## src/sdpd_pkg.sv

```systemverilog
// Purpose: Shared constants and types of the command and clock-enable
//          state decoder.
// Assumes: One 25 MHz clock; command/address bit 0 is the bus's bit 0.
// Notes:   Field positions index the captured rising or falling half.
package sdpd_pkg;

    // Clock and timing
    localparam int unsigned CLK_PERIOD_NS     = 40;
    localparam int unsigned DEF_FINAL_INIT_US = 10;
    localparam int unsigned DEF_AP_CLOSE_CYC  = 8;

    // Bank count and the count that supports per-bank refresh
    localparam int unsigned DEF_NUM_BANKS      = 8;
    localparam int unsigned PER_BANK_REF_BANKS = 8;
    localparam int unsigned ALT_NUM_BANKS      = 4;

    // Mode address that starts device initialisation
    localparam logic [7:0] DEF_RESET_MODE_ADDR = 8'h00;

    // Widths
    localparam int CA_W   = 10;
    localparam int BA_W   = 3;
    localparam int COL_W  = 12;
    localparam int ROW_W  = 15;
    localparam int MA_W   = 8;
    localparam int OPD_W  = 8;
    localparam int INIT_W = 16;
    localparam int AP_W   = 8;

    // Field positions in the rising half
    localparam int BA_LSB     = 7;
    localparam int AB_POS     = 4;
    localparam int COL_LO_LSB = 5;
    localparam int COL_LO_W   = 2;
    localparam int ROW_MID_LSB = 2;
    localparam int ROW_MID_W  = 5;
    localparam int MA_LO_LSB  = 4;
    localparam int MA_LO_W    = 6;

    // Field positions in the falling half
    localparam int AP_POS     = 0;
    localparam int COL_HI_LSB = 1;
    localparam int COL_HI_W   = 9;
    localparam int ROW_TOP_LSB = 8;
    localparam int ROW_TOP_W  = 2;
    localparam int ROW_LOW_LSB = 0;
    localparam int ROW_LOW_W  = 8;
    localparam int MA_HI_LSB  = 0;
    localparam int MA_HI_W    = 2;
    localparam int OPD_LSB    = 2;

    // Command codes on the low bits of the rising half
    localparam logic [3:0] CODE_MRW      = 4'h0;
    localparam logic [3:0] CODE_MRR      = 4'h8;
    localparam logic [3:0] CODE_REF_BANK = 4'h4;
    localparam logic [3:0] CODE_REF_ALL  = 4'hc;
    localparam logic [3:0] CODE_PRE      = 4'hb;
    localparam logic [3:0] CODE_BST      = 4'h3;
    localparam logic [2:0] CODE_WRITE    = 3'h1;
    localparam logic [2:0] CODE_READ     = 3'h5;
    localparam logic [2:0] CODE_NOP      = 3'h7;
    localparam logic [2:0] CODE_SELF_REFRESH_STATE     = 3'h4;
    localparam logic [2:0] CODE_DPD      = 3'h3;
    localparam logic [1:0] CODE_ACT      = 2'h2;

    // Clock-enable pairs {previous edge, current edge}
    localparam logic [1:0] CKE_LL = 2'h0;
    localparam logic [1:0] CKE_LH = 2'h1;
    localparam logic [1:0] CKE_HL = 2'h2;
    localparam logic [1:0] CKE_HH = 2'h3;

    typedef enum logic [3:0] {
        st_power_on, st_resetting, st_idle, st_active,
        st_active_pd, st_idle_pd, st_reset_pd,
        self_refresh_state, deep_sleep_state
    } sdpd_state_t;

    typedef enum logic [3:0] {
        op_none, op_mrw, op_mrr, op_ref_bank, op_ref_all,
        op_activate, op_write, op_read, op_precharge, op_burst_stop
    } sdpd_op_t;

    typedef struct packed {
        logic              valid;
        sdpd_op_t          op;
        logic [BA_W-1:0]   bank;
        logic              all_banks;
        logic [COL_W-1:0]  column;
        logic              auto_precharge_bit;
        logic [ROW_W-1:0]  row;
        logic [MA_W-1:0]   mode_addr;
        logic [OPD_W-1:0]  mode_data;
    } sdpd_cmd_t;

endpackage : sdpd_pkg

```

## src/sdpd_decoder.sv

```systemverilog
// Purpose: Command and clock-enable state decoder of a low-power DDR
//          memory: normal decode, NOP, power-down, self refresh, deep
//          sleep entry and exit.
// Assumes: Inputs synchronous to clk; the falling half of each command
//          is taken on the falling edge after its rising edge.
// Notes:   Decisions for edge n are registered at edge n+1.
`timescale 1ns/1ns
`default_nettype none
module sdpd_decoder
    import sdpd_pkg::*;
#(
    parameter int unsigned NUM_BANKS       = DEF_NUM_BANKS,
    parameter int unsigned FINAL_INIT_US   = DEF_FINAL_INIT_US,
    parameter int unsigned AP_CLOSE_CYC    = DEF_AP_CLOSE_CYC,
    parameter logic [7:0]  RESET_MODE_ADDR = DEF_RESET_MODE_ADDR
)
(
    input  wire logic                 clk,
    input  wire logic                 reset,
    input  wire logic                 cs_n,
    input  wire logic                 cke,
    input  wire logic [CA_W-1:0]      cmd_addr_bus,
    output var  sdpd_cmd_t            cmd_out,
    output var  sdpd_state_t          state,
    output logic [NUM_BANKS-1:0]      bank_open,
    output logic                      illegal,
    output logic                      init_expired
);

    // Derived counts
    localparam int unsigned INIT_CYCLES =
        (FINAL_INIT_US * 1000 + CLK_PERIOD_NS - 1) / CLK_PERIOD_NS;
    localparam logic [INIT_W-1:0] INIT_LOAD = INIT_CYCLES[INIT_W-1:0];
    localparam logic [AP_W-1:0]   AP_LOAD   = AP_CLOSE_CYC[AP_W-1:0];
    localparam logic PER_BANK_OK = (NUM_BANKS == PER_BANK_REF_BANKS);
    localparam logic [BA_W-1:0] BANK_LIMIT = BA_W'(NUM_BANKS - 1);

    if (NUM_BANKS != PER_BANK_REF_BANKS && NUM_BANKS != ALT_NUM_BANKS)
    begin : g_bad_banks
        $error("sdpd_decoder: NUM_BANKS must be 4 or 8");
    end
    if (INIT_CYCLES < 1 || INIT_CYCLES >= (1 << INIT_W))
    begin : g_bad_init
        $error("sdpd_decoder: FINAL_INIT_US out of range");
    end
    if (AP_CLOSE_CYC < 1 || AP_CLOSE_CYC >= (1 << AP_W))
    begin : g_bad_ap
        $error("sdpd_decoder: AP_CLOSE_CYC out of range");
    end

    logic              cs_n_q;
    logic              cke_q;
    logic              cke_prev;
    logic [CA_W-1:0]   rise_q;
    logic [CA_W-1:0]   fall_q;
    logic [BA_W-1:0]   ap_bank;
    logic              ap_busy;
    logic              ap_done;
    logic              init_done;
    sdpd_state_t       next_state;
    logic [NUM_BANKS-1:0] next_bank_open;
    logic              bad;

    // Select, enable and first half taken at the rising edge
    always_ff @(posedge clk)
    begin
        if (reset)
        begin
            cs_n_q   <= 1'b1;
            cke_q    <= 1'b0;
            cke_prev <= 1'b0;
            rise_q   <= '0;
        end
        else
        begin
            cs_n_q   <= cs_n;
            cke_q    <= cke;
            cke_prev <= cke_q;
            rise_q   <= cmd_addr_bus;
        end
    end

    // Second half taken at the falling edge; bus bits only
    always_ff @(negedge clk)
    begin
        if (reset)
            fall_q <= '0;
        else
            fall_q <= cmd_addr_bus;
    end

    // Clock-enable pair and command class
    wire logic [1:0] cke_pair = {cke_prev, cke_q};
    wire logic       hi_hi    = (cke_pair == CKE_HH);
    wire logic [3:0] head     = rise_q[3:0];
    wire logic       sel      = !cs_n_q;
    wire logic       is_nop   = cs_n_q || (head[2:0] == CODE_NOP);
    wire logic       csel     = sel && hi_hi && !is_nop;

    wire logic cmd_mrw   = csel && (head == CODE_MRW);
    wire logic cmd_mrr   = csel && (head == CODE_MRR);
    wire logic cmd_refpb = csel && (head == CODE_REF_BANK);
    wire logic cmd_refab = csel && (head == CODE_REF_ALL);
    wire logic cmd_pre   = csel && (head == CODE_PRE);
    wire logic cmd_bst   = csel && (head == CODE_BST);
    wire logic cmd_wr    = csel && (head[2:0] == CODE_WRITE);
    wire logic cmd_rd    = csel && (head[2:0] == CODE_READ);
    wire logic cmd_act   = csel && (head[1:0] == CODE_ACT);
    wire logic self_refresh_state_code = sel && (head[2:0] == CODE_SELF_REFRESH_STATE);
    wire logic dpd_code  = sel && (head[2:0] == CODE_DPD);

    // Fields of both halves
    wire logic [BA_W-1:0]  f_bank = rise_q[BA_LSB +: BA_W];
    wire logic [COL_W-1:0] f_col  = {fall_q[COL_HI_LSB +: COL_HI_W],
                                     rise_q[COL_LO_LSB +: COL_LO_W],
                                     1'b0};
    wire logic [ROW_W-1:0] f_row  = {fall_q[ROW_TOP_LSB +: ROW_TOP_W],
                                     rise_q[ROW_MID_LSB +: ROW_MID_W],
                                     fall_q[ROW_LOW_LSB +: ROW_LOW_W]};
    wire logic [MA_W-1:0]  f_ma   = {fall_q[MA_HI_LSB +: MA_HI_W],
                                     rise_q[MA_LO_LSB +: MA_LO_W]};
    wire logic [OPD_W-1:0] f_opd  = fall_q[OPD_LSB +: OPD_W];
    wire logic             f_ap   = fall_q[AP_POS];
    wire logic             f_all  = rise_q[AB_POS];

    // Bank checks
    wire logic bank_ok  = (f_bank <= BANK_LIMIT);
    wire logic bank_hit = bank_ok && bank_open[f_bank];
    wire logic ready    = (state == st_idle) || (state == st_active);
    wire logic is_reset_ma = (f_ma == RESET_MODE_ADDR);

    // Legality of each command in the current state
    wire logic act_ok   = ready && cmd_act && bank_ok && !bank_hit;
    wire logic rw_ok    = (state == st_active) && (cmd_rd || cmd_wr)
                          && bank_hit;
    wire logic pre_ok   = ready && cmd_pre;
    wire logic refab_ok = (state == st_idle) && cmd_refab;
    wire logic refpb_ok = ready && cmd_refpb && PER_BANK_OK
                          && bank_ok && !bank_hit;
    wire logic mrr_ok   = (ready || state == st_resetting) && cmd_mrr;
    wire logic rst_ok   = cmd_mrw && is_reset_ma
                          && (state == st_idle
                              || state == st_power_on
                              || state == st_resetting);
    wire logic mrw_ok   = (state == st_idle) && cmd_mrw && !is_reset_ma;
    wire logic bst_ok   = (state == st_active) && cmd_bst;
    wire logic cmd_ok   = act_ok || rw_ok || pre_ok || refab_ok
                          || refpb_ok || mrr_ok || rst_ok || mrw_ok
                          || bst_ok;
    wire logic ap_start = rw_ok && f_ap;

    // Operation code of an accepted command
    wire sdpd_op_t f_op =
        act_ok   ? op_activate   :
        rw_ok    ? (cmd_rd ? op_read : op_write) :
        pre_ok   ? op_precharge  :
        refab_ok ? op_ref_all    :
        refpb_ok ? op_ref_bank   :
        mrr_ok   ? op_mrr        :
        (rst_ok || mrw_ok) ? op_mrw :
        bst_ok   ? op_burst_stop : op_none;

    // Auto-precharge close timer; keeps counting through NOPs
    sdpd_timer #(
        .WIDTH (AP_W)
    ) u_ap_timer (
        .clk   (clk),
        .reset (reset),
        .start (ap_start),
        .load  (AP_LOAD),
        .busy  (ap_busy),
        .done  (ap_done)
    );

    // Final initialisation interval timer
    sdpd_timer #(
        .WIDTH (INIT_W)
    ) u_init_timer (
        .clk   (clk),
        .reset (reset),
        .start (rst_ok),
        .load  (INIT_LOAD),
        .busy  (),
        .done  (init_done)
    );

    // Open-bank bookkeeping
    always_comb
    begin
        next_bank_open = bank_open;
        if (ap_done || (ap_start && ap_busy))
            next_bank_open[ap_bank] = 1'b0;
        if (act_ok)
            next_bank_open[f_bank] = 1'b1;
        if (pre_ok && f_all)
            next_bank_open = '0;
        else if (pre_ok)
            next_bank_open[f_bank] = 1'b0;
        if (rst_ok)
            next_bank_open = '0;
    end

    // State transitions from the clock-enable pair
    always_comb
    begin
        next_state = state;
        bad        = 1'b0;
        unique case (cke_pair)
            CKE_LL:
                next_state = state;
            CKE_LH:
            begin
                unique case (state)
                    self_refresh_state:
                        next_state = st_idle;
                    deep_sleep_state:
                        next_state = st_power_on;
                    st_active_pd:
                    begin
                        next_state = cs_n_q ? st_active : state;
                        bad        = !cs_n_q;
                    end
                    st_idle_pd:
                    begin
                        next_state = cs_n_q ? st_idle : state;
                        bad        = !cs_n_q;
                    end
                    st_reset_pd:
                    begin
                        if (cs_n_q)
                            next_state = init_expired ? st_idle
                                                      : st_resetting;
                        bad = !cs_n_q;
                    end
                    default:
                        next_state = state;
                endcase
            end
            CKE_HL:
            begin
                unique case (state)
                    st_active:
                    begin
                        next_state = cs_n_q ? st_active_pd : state;
                        bad        = !cs_n_q;
                    end
                    st_idle:
                    begin
                        if (cs_n_q)
                            next_state = st_idle_pd;
                        else if (self_refresh_state_code)
                            next_state = self_refresh_state;
                        else if (dpd_code)
                            next_state = deep_sleep_state;
                        bad = sel && !self_refresh_state_code && !dpd_code;
                    end
                    st_resetting:
                    begin
                        next_state = cs_n_q ? st_reset_pd : state;
                        bad        = !cs_n_q;
                    end
                    default:
                        bad = (state != st_power_on);
                endcase
            end
            CKE_HH:
            begin
                bad = csel && !cmd_ok;
                if (state == st_active_pd || state == st_idle_pd
                    || state == st_reset_pd
                    || state == self_refresh_state
                    || state == deep_sleep_state)
                    bad = 1'b1;
                else if (rst_ok)
                    next_state = st_resetting;
                else if (state == st_resetting && init_expired)
                    next_state = st_idle;
                else if (ready)
                    next_state = (|next_bank_open) ? st_active
                                                   : st_idle;
            end
        endcase
    end

    // State, banks and fault flag
    always_ff @(posedge clk)
    begin
        if (reset)
        begin
            state     <= st_power_on;
            bank_open <= '0;
            illegal   <= 1'b0;
            ap_bank   <= '0;
        end
        else
        begin
            state     <= next_state;
            bank_open <= next_bank_open;
            illegal   <= bad;
            if (ap_start)
                ap_bank <= f_bank;
        end
    end

    // Interval over: restart or sleep exit clears it first
    wire logic init_clear = rst_ok || (state == deep_sleep_state
                                       && next_state == st_power_on);

    always_ff @(posedge clk)
    begin
        if (reset)
            init_expired <= 1'b0;
        else if (init_clear)
            init_expired <= 1'b0;
        else if (init_done)
            init_expired <= 1'b1;
    end

    // Accepted command, both halves joined
    always_ff @(posedge clk)
    begin
        if (reset || !cmd_ok)
            cmd_out <= '0;
        else
        begin
            cmd_out.valid              <= 1'b1;
            cmd_out.op                 <= f_op;
            cmd_out.bank               <= f_bank;
            cmd_out.all_banks          <= f_all;
            cmd_out.column             <= f_col;
            cmd_out.auto_precharge_bit <= f_ap;
            cmd_out.row                <= f_row;
            cmd_out.mode_addr          <= f_ma;
            cmd_out.mode_data          <= f_opd;
        end
    end

endmodule : sdpd_decoder
`default_nettype wire

```

## src/sdpd_timer.sv

```systemverilog
// Purpose: Loadable down-counter that signals when its interval ends.
// Assumes: Synchronous active-high reset.
// Notes:   A start while running reloads; a zero load ends at once.
`timescale 1ns/1ns
`default_nettype none
module sdpd_timer #(
    parameter int WIDTH = 16
)
(
    input  wire logic             clk,
    input  wire logic             reset,
    input  wire logic             start,
    input  wire logic [WIDTH-1:0] load,
    output logic                  busy,
    output logic                  done
);

    localparam logic [WIDTH-1:0] ONE  = {{(WIDTH-1){1'b0}}, 1'b1};
    localparam logic [WIDTH-1:0] ZERO = '0;

    logic [WIDTH-1:0] count;

    if (WIDTH < 2)
    begin : g_bad_width
        $error("sdpd_timer: WIDTH must be at least 2");
    end

    // Count down; done pulses on the last cycle
    always_ff @(posedge clk)
    begin
        if (reset)
        begin
            count <= ZERO;
            busy  <= 1'b0;
            done  <= 1'b0;
        end
        else if (start)
        begin
            count <= load;
            busy  <= (load != ZERO);
            done  <= (load == ZERO);
        end
        else
        begin
            done <= busy && (count == ONE);
            if (busy)
            begin
                count <= count - ONE;
                busy  <= (count != ONE);
            end
        end
    end

endmodule : sdpd_timer
`default_nettype wire

```

## config.mk

```make
export PLATFORM = sky130hd
export DESIGN_NAME = sdpd_decoder
export DESIGN_NICKNAME = d
export VERILOG_FILES = /design/src/sdpd_pkg.sv /design/src/sdpd_decoder.sv /design/src/sdpd_timer.sv
export SDC_FILE = /design/constraint.sdc
export NUM_CORES = 1
export LEC_CHECK = 0
export ABC_AREA = 1
export BUFFER_PORTS_ARGS = -buffer_cell sky130_fd_sc_hd__buf_2
export CORE_AREA = 10 10 108 110
export DETAILED_ROUTE_END_ITERATION = 10
export DIE_AREA = 0 0 118 120
export PLACE_DENSITY_LB_ADDON = 0.1
export SETUP_SLACK_MARGIN = 0.2
export SLEW_MARGIN = 20
export SYNTH_ARGS = -nofsm -noshare
export SYNTH_HDL_FRONTEND = slang
export SYNTH_SLANG_ARGS = --single-unit
export TNS_END_PERCENT = 30
```

## constraint.sdc

```tcl
create_clock -name clk -period 2.8 [get_ports clk]
set_input_delay 0.56 -clock clk [delete_from_list [all_inputs] [get_ports clk]]
set_output_delay 0.56 -clock clk [all_outputs]
set_load 0.1 [all_outputs]
```

# Yosys cells after proc, flatten, opt, wreduce, memory -nomap -nowiden
# Cells that the tools add are included.
classes:
  add_sub_neg: 2
  order_cmp: 5
  n_eq_ne: 26
  mux: 51
  bitwise: 5
  n_reduce_logical: 86
ops:
  columns: ["cell", "n"]
  rows:
  - ["$mux W4", 22]
  - ["$mux W8", 7]
  - ["$mux W53", 1]
  - ["$logic_and A1 B1 Y1", 42]
  - ["$logic_or A1 B1 Y1", 22]
  - ["$eq A4 B3 Y1 const B", 5]
  - ["$pmux W4 S5", 1]
  - ["$and A8 B8 Y8", 2]
  - ["$eq A16 B1 Y1 const B", 1]
  - ["$eq A4 B4 Y1 const B", 4]
  - ["$ne A16 B1 Y1 const B", 1]
  - ["$not A8 Y8", 2]
  - ["$pmux W4 S4", 1]
  - ["$sub A16 B1 Y16 const B", 1]
  - ["$eq A4 B2 Y1 const B", 3]
  - ["$logic_not A4 Y1", 3]
  - ["$pmux W4 S3", 1]
  - ["$mux W1", 11]
  - ["$mux W10", 1]
  - ["$reduce_or A2 Y1", 5]
  - ["$eq A3 B3 Y1 const B", 3]
  - ["$eq A8 B1 Y1 const B", 1]
  - ["$logic_not A8 Y1", 1]
  - ["$lt A3 B4 Y1 const B", 2]
  - ["other kinds (21)", 32]
word_totals:
  register_bits: 121
  input_bits: 14
  out_inout_bits: 67
  wordCells: 204

# Logic depth before layout (Yosys ltp)
# Gate-level depths: netlist of the first run.
depth:
  ltp_word: 29
  mapped_depth: 22
  mapped_depth_nobuf: 22

# Modules after synthesis
# A second synthesis of the first run with hierarchy kept.
unflattened:
  cells_unflattened: 718
  area_unflattened_um2: 4874.7
modules_own_cells:
  columns: ["module", "n_inst", "cells_each", "area_per_inst_um2", "seq_area_each_um2"]
  rows:
  - ["sdpd_decoder", 1, 430, 2981.6, 1261.2]
  - ["sdpd_timer at u_init_timer", 1, 193, 1258.7, 360.3]
  - ["sdpd_timer at u_ap_timer", 1, 95, 634.4, 200.2]

==> metrics.md, run 1 <==
| Metric | Value |
|---|---|
| Worst Path Class, Setup | `reg -> reg` |
| WP buf/inv | `1` |
| Final #Nets | `681` |
| Path depth of the worst reg2reg path | `9` |
| Hpwl dp | `7910 µm` |
| Element type at the critical path start | `flop` |
| FF+latch count, synth | `91` |
| Ranking of synthesized cells by area | `dfxtp_1, nor2_1, nand2_1` |
| Setup TNS | `-5.63 ns` |
| Die Height | `120 µm` |
| Antenna-violating nets left | `0` |
| CP dominant cell by count | `nor2_1` |
| Clk slew on worst S/H paths | `0.11 ns` |
| CP top delay family | `simple AND/OR/NAND/NOR gates` |
| Clock latency on the worst-skew pair | `0.40 ns` |
| CTS root buf | `clkbuf_8` |
| Drt via density | `4.67` |
| CTS tree | `yes` |
| Final setup vio count | `26` |
| CP max FO | `2` |
| EDFF count, synth | `0` |
| Routability cong. | `0.819` |
| Post-synth net total | `600` |
| CTS Hold Buffers Added | `0` |
| Layout area overhead | `18.9%` |
| Skew final | `0.0512 ns` |
| Hold Crit Class | `in -> reg` |
| Utilization after layout | `0.525` |
| Reg-to-Reg Start | `fall_q[0]$_DFF_N_` |
| Final hold vios | `0` |
| Outcome | `complete, but fails checks` |
| Most common cell in the netlist | `nor2_1` |
| # DRC | `0` |
| CP max stage cell | `dfxtp_2` |
| Commonest cells in the synthesized netlist | `nor2_1, nand2_1, dfxtp_1, inv_1, buf_4` |
| GRT overflow | `0` |
| Sink Count | `91` |
| Core area | `0.00955 mm²` |
| Total CTS buffers | `9` |
| Worst Path Arrival | `3.39 ns` |
| Die Span X | `118 µm` |
| Fillcell total | `1001` |
| Max-Cap Viols | `0` |
| Total Routed Length | `10100 µm` |
| Vias | `3738` |
| Crit. Startpoint | `fall_q[0]$_DFF_N_` |
| Die area | `0.0142 mm²` |
| Per-cell routed wire length | `12.6 µm` |
| Buffer depth of the longest clock path | `2` |
| Distinct cells, synth | `41` |
| Antenna violations before repair | `0` |
| First-pass GRT wire length | `16900 µm` |
| Crit. End Element | `flop` |
| # IOs | `81` |
| RSZ-0062 raised after global routing | `yes` |
| Vias in the first global route | `3699` |
| Worst hold slack | `0.398 ns` |
| Worst hold stages | `3` |
| CP required | `3.05 ns` |
| Placed cells | `773` |
| Crit. path cell count | `9` |
| Register area share after synthesis | `0.432` |
| Fin. max-slew vios | `0` |
| Failing checks | `negative setup slack` |
| Initial Util | `0.441` |
| DRT Pass-1 Iters | `5` |
| Post-synthesis async set-or-reset flop share | `0` |
| Initial DRC Count | `117` |
| Overall Power | `2.47 mW` |
| Layout cells sized above 1 | `0.246` |
| Port-buffer cells | `79` |
| Synth warn | `0` |
| Largest net degree at the start of global routing | `25` |
| Power Density | `493 mW/mm²` |
| Area of the mapped netlist | `0.00421 mm²` |
| Top FF cell, synth | `dfxtp_1` |
| Syn Area/Cell | `7.24 µm²` |
| Cell taking the most area after synthesis | `dfxtp_1` |
| Total Routing Usage GR | `0.141` |
| Yosys top cell area share | `0.432` |
| Lkg Pwr | `2.44 nW` |
| VDD IR max | `225 µV` |
| Synthesized instance count | `582` |
| Hold path start | `cmd_addr_bus[5]` |
| # rows | `36` |
| Diodes inserted | `0` |
| Cell Chain, Critical Path | `nor4_4, nand3_2, buf_4, o31ai_1, nor2_1, nand4_1, o21ai_1, a211oi_1, nor2_1` |
| Finished Layout Cells | `801` |
| H-tree Lvls | `3` |
| Setup ws final | `-0.344 ns` |
| Worst stage delay on the critical path | `0.33 ns` |
[logic make-up (layout without fill, tap and decap cells)]
family,Yosys count,in the layout,share of synthesized area
adder cells (fa/ha/maj),4,4,0.0119
AO/OA/AOI/OAI,61,61,0.0891
XOR/XNOR,9,9,0.0187
other,1,1,0.000890
AND/OR/NAND/NOR,278,278,0.294
buffers and inverters,138,224,0.153
flip-flops,91,91,0.432
[path summary, 6_finish.rpt]
path	slack, ns	end
setup reg to reg	-0.34	illegal$_SDFF_PP0_
hold / removal	0.40	rise_q[5]$_DFF_P_
hold reg to reg	0.45	cmd_out[34]$_SDFF_PN0_
setup / recovery	-0.34	illegal$_SDFF_PP0_
[routing by layer]
metal	GRT usage	vias to the layer above	share of wire
met5	0	-	0
met4	0.0502	0	0.014
met3	0.0370	11	0.050
met2	0.258	77	0.51
met1	0.155	1706	0.43
li1	-	1944	-
[worst reg2reg max path, cell delays in order, from the launching register on]
cell and delay (ns):
dfxtp_2 0.33, nor4_4 0.25, nand3_2 0.15, buf_4 0.16, o31ai_1 0.07, nor2_1 0.07
nand4_1 0.16, o21ai_1 0.11, a211oi_1 0.24, nor2_1 0.06
[sequential cells by signal (all words and copies together) (netlist names), 3 cells and up]
| name | count |
|---|---|
| cmd_out | 23 |
| u_init_timer.count | 16 |
| fall_q | 10 |
| rise_q | 10 |
| bank_open | 8 |
| u_ap_timer.count | 8 |
| state | 4 |
| ap_bank | 3 |
[layout make-up]
cell class	count	area, µm²	share of cell area
flip-flops and latches	91	1820	0.364
multi-input cells	353	1800	0.360
repair buffers	101	606	0.121
inverters	97	364	0.0727
well taps	133	166	0.0332
clock buffers	9	124	0.0247
clock inverters	17	121	0.0242
[cell usage in the layout, fill, tap and decap left out, drive strengths merged]
| master | instances |
|---|---|
| xnor2 | 4 |
| or3 | 1 |
| clkinv | 2 |
| a31oi | 4 |
| nand2 | 97 |
| nor3 | 30 |
| o31ai | 2 |
| o21ai | 20 |
| or2 | 5 |
| a21oi | 23 |
| clkbuf | 10 |
| inv | 112 |
| nor3b | 2 |
| a311oi | 2 |
| nor4 | 1 |
| a31o | 1 |
| a221oi | 1 |
| nor2 | 116 |
| buf | 100 |
| dfxtp | 91 |
| conb | 1 |
| nand3 | 16 |
| ha | 4 |
| nand4 | 9 |
| a211oi | 4 |
| o2111ai | 1 |
| nand3b | 1 |
| o211ai | 2 |
| xor2 | 5 |
| a41oi | 1 |
[metrics by stage]
step	setup slack, ns	cell area, µm²
after global placement	-0.271	4660
final	-0.344	5010
after floorplan	-0.279	4220
after CTS	-0.303	4940
after detailed placement	-0.335	4660
after global routing	-0.476	5010
[power breakdown]
group          leakage [nW]  switching [mW]  internal (mW)
logic                  1.54           0.119         0.0463
registers             0.740          0.0222           1.32
clock network         0.159           0.582          0.384
[what timing repair did]
item                                    in CTS  in global routing
setup buffers                                1                  1
endpoints found under the setup margin      59                 62
pin swaps                                   22                 12
gates resized for setup                      6                 12
cloned                                       0                  1
(Power assumes the default switching activity.)
==> inputs of run 2 (changes only) <==
- SKIP_LAST_GASP: not set -> 1
- SLEW_MARGIN: 20 -> not set
- clock period: 2.8 -> 2.6 ns (I/O delays scaled with it)
==> metrics.md, run 2 (synthesis gave the netlist of run 1 again) <==
| Metric | Value |
|---|---|
| Hold path start | `cs_n` |
| Worst stage delay on the critical path | `0.33 ns` |
| Area occupied by multi-input gates | `0.00177 mm²` |
| GRT overflow | `0` |
| Reg-to-Reg Start | `fall_q[1]$_DFF_N_` |
| Setup TNS | `-11.38 ns` |
| Switching Share | `0.292` |
| Core area | `0.00955 mm²` |
| CTS tree | `yes` |
| Initial DRC Count | `188` |
| Fin. max-slew vios | `0` |
| Final #Nets | `682` |
| CTS Hold Buffers Added | `0` |
| Die Height | `120 µm` |
| Internal | `1.88 mW` |
| Setup ws final | `-0.465 ns` |
| Skew final | `0.0484 ns` |
| # DRC | `0` |
| Power Density | `537 mW/mm²` |
| Clock share of power | `0.390` |
| Flop pwr share | `0.541` |
| Fillcell total | `980` |
| Buffer depth of the longest clock path | `2` |
| Worst R2R End | `state[0]$_SDFF_PP0_` |
| Final setup vio count | `47` |
| Utilization after layout | `0.518` |
| DRT Pass-1 Iters | `4` |
| Worst Hold Path EP | `cs_n_q$_SDFF_PP1_` |
| Sink Count | `91` |
| Failing checks | `negative setup slack` |
| H-tree Lvls | `3` |
| DP Area | `0.00466 mm²` |
| Crit. End Element | `flop` |
| Layout cells sized above 1 | `0.236` |
| Biggest regs | `cmd_out: 23 flops, u_init_timer.count: 16 flops` |
| RSZ-0062 raised after global routing | `yes` |
| Worst hold stages | `2` |
| VDD IR max | `255 µV` |
| Combinational share of power | `0.068` |
| Finished Layout Cells | `802` |
| Largest net degree at the start of global routing | `25` |
| CP max stage cell | `dfxtp_2` |
| Worst Path Arrival | `3.33 ns` |
| FF-to-FF setup slack | `-0.47 ns` |
| Path depth of the worst reg2reg path | `14` |
| Hpwl dp | `7900 µm` |
| Final instance area | `0.00494 mm²` |
| Diodes inserted | `0` |
| Hold Crit Class | `in -> reg` |
| Drt via density | `4.72` |
| Reg with most FFs | `cmd_out` |
| Total CTS buffers | `9` |
| Final hold vios | `0` |
| Per-cell routed wire length | `12.5 µm` |
| Clk slew on worst S/H paths | `0.11 ns` |
| P_sw | `0.775 mW` |
| Leading cell type in the layout, fill and taps excluded | `nor2_1` |
| Reg area | `0.00182 mm²` |
| Total Routing Usage GR | `0.143` |
| CP required | `2.87 ns` |
| Vias in the first global route | `3754` |
| Initial Util | `0.441` |
| # IOs | `81` |
| Total Routed Length | `10000 µm` |
| CP dominant cell by count | `nand2_1` |
| Die area | `0.0142 mm²` |
| Vias | `3782` |
| Most frequent cells in the layout | `nor2_1, nand2_1, inv_1` |
| Overall Power | `2.66 mW` |
| Cell Chain, Critical Path | `nor4_4, nand3_2, o21ai_4, nor2_1, nand2_1, nand2_1, nor2_1, nand3_1, nand2_1, nand2_1, nand2_1, nand2_1, nand2_1, nor2_1` |
| Antenna violations before repair | `0` |
| Lkg Pwr | `2.42 nW` |
| Max reg flops | `23` |
| CP max FO | `8` |
| First-pass GRT wire length | `17100 µm` |
| Antenna-violating nets left | `0` |
| Layout area overhead | `17.4%` |
| Placed cells | `774` |
| Element type at the critical path start | `flop` |
| Max-Cap Viols | `0` |
| Die Span X | `118 µm` |
| Worst Path Class, Setup | `reg -> reg` |
| # rows | `36` |
| Port-buffer cells | `79` |
| CTS root buf | `clkbuf_8` |
| Outcome | `complete, but fails checks` |
| Routability cong. | `0.832` |
| Clock latency on the worst-skew pair | `0.40 ns` |
[run 2: critical path: cells and delay by family (launching register included)]
kind / cells / cell delay, ns
DFF: 1 / 0.33
and+or+nand+nor: 13 / 1.16
AOI/OAI and AO/OA: 1 / 0.15
[run 2: timing repair]
| item | 4_1_cts | 5_1_grt |
|---|---|---|
| gates cloned | 1 | 0 |
| buffers inserted | 1 | 1 |
| gates resized for setup | 6 | 2 |
| setup endpoints to repair | 64 | 64 |
| pin swaps | 5 | 2 |
[run 2: worst max path at each step]
stage / slack [ns] / endpoint / from / depth (start not counted)
floorplan: -0.38 / state[0]$_SDFF_PP0_ / fall_q[0]$_DFF_N_ / 14
global placement: -0.39 / state[0]$_SDFF_PP0_ / fall_q[0]$_DFF_N_ / 14
detailed placement: -0.49 / state[0]$_SDFF_PP0_ / fall_q[0]$_DFF_N_ / 14
CTS: -0.46 / state[0]$_SDFF_PP0_ / fall_q[1]$_DFF_N_ / 14
global route: -0.63 / state[0]$_SDFF_PP0_ / fall_q[1]$_DFF_N_ / 14
finish: -0.47 / state[0]$_SDFF_PP0_ / fall_q[1]$_DFF_N_ / 14
[run 2: metal layers]
metal / vias up / GRT usage / wire length, µm
li1: 1946 / - / -
met1: 1745 / 0.158 / 4370
met2: 74 / 0.257 / 4960
met3: 17 / 0.0408 / 460
met4: 0 / 0.0541 / 206
met5: - / 0 / 0
[run 2: layout make-up]
type / instances / share of cell area
Clock buffer: 9 / 0.0251
Clock inverter: 17 / 0.0245
Inverter: 97 / 0.0736
Multi-Input combinational cell: 353 / 0.357
Sequential cell: 91 / 0.369
Tap cell: 133 / 0.0337
Timing Repair Buffer: 102 / 0.117
[run 2: power groups by stage]
stage	Sequential, mW	Combinational, mW	Clock, mW
5_1_grt	1.44	0.201	1.15
2_1_floorplan	1.49	0.110	0.0260
6_report	1.44	0.182	1.04
3_3_place_gp	1.47	0.181	0.0260
3_5_place_dp	1.47	0.181	0.0260
4_1_cts	1.44	0.182	1.07
[run 2: metrics by stage]
| step | hold WS (ns) | worst slack (ns) |
|---|---|---|
| after CTS | 0.328 | -0.462 |
| final | 0.339 | -0.465 |
| after global routing | 0.328 | -0.627 |
| after floorplan | 0.416 | -0.379 |
| after detailed placement | 0.442 | -0.488 |
| after global placement | 0.439 | -0.391 |
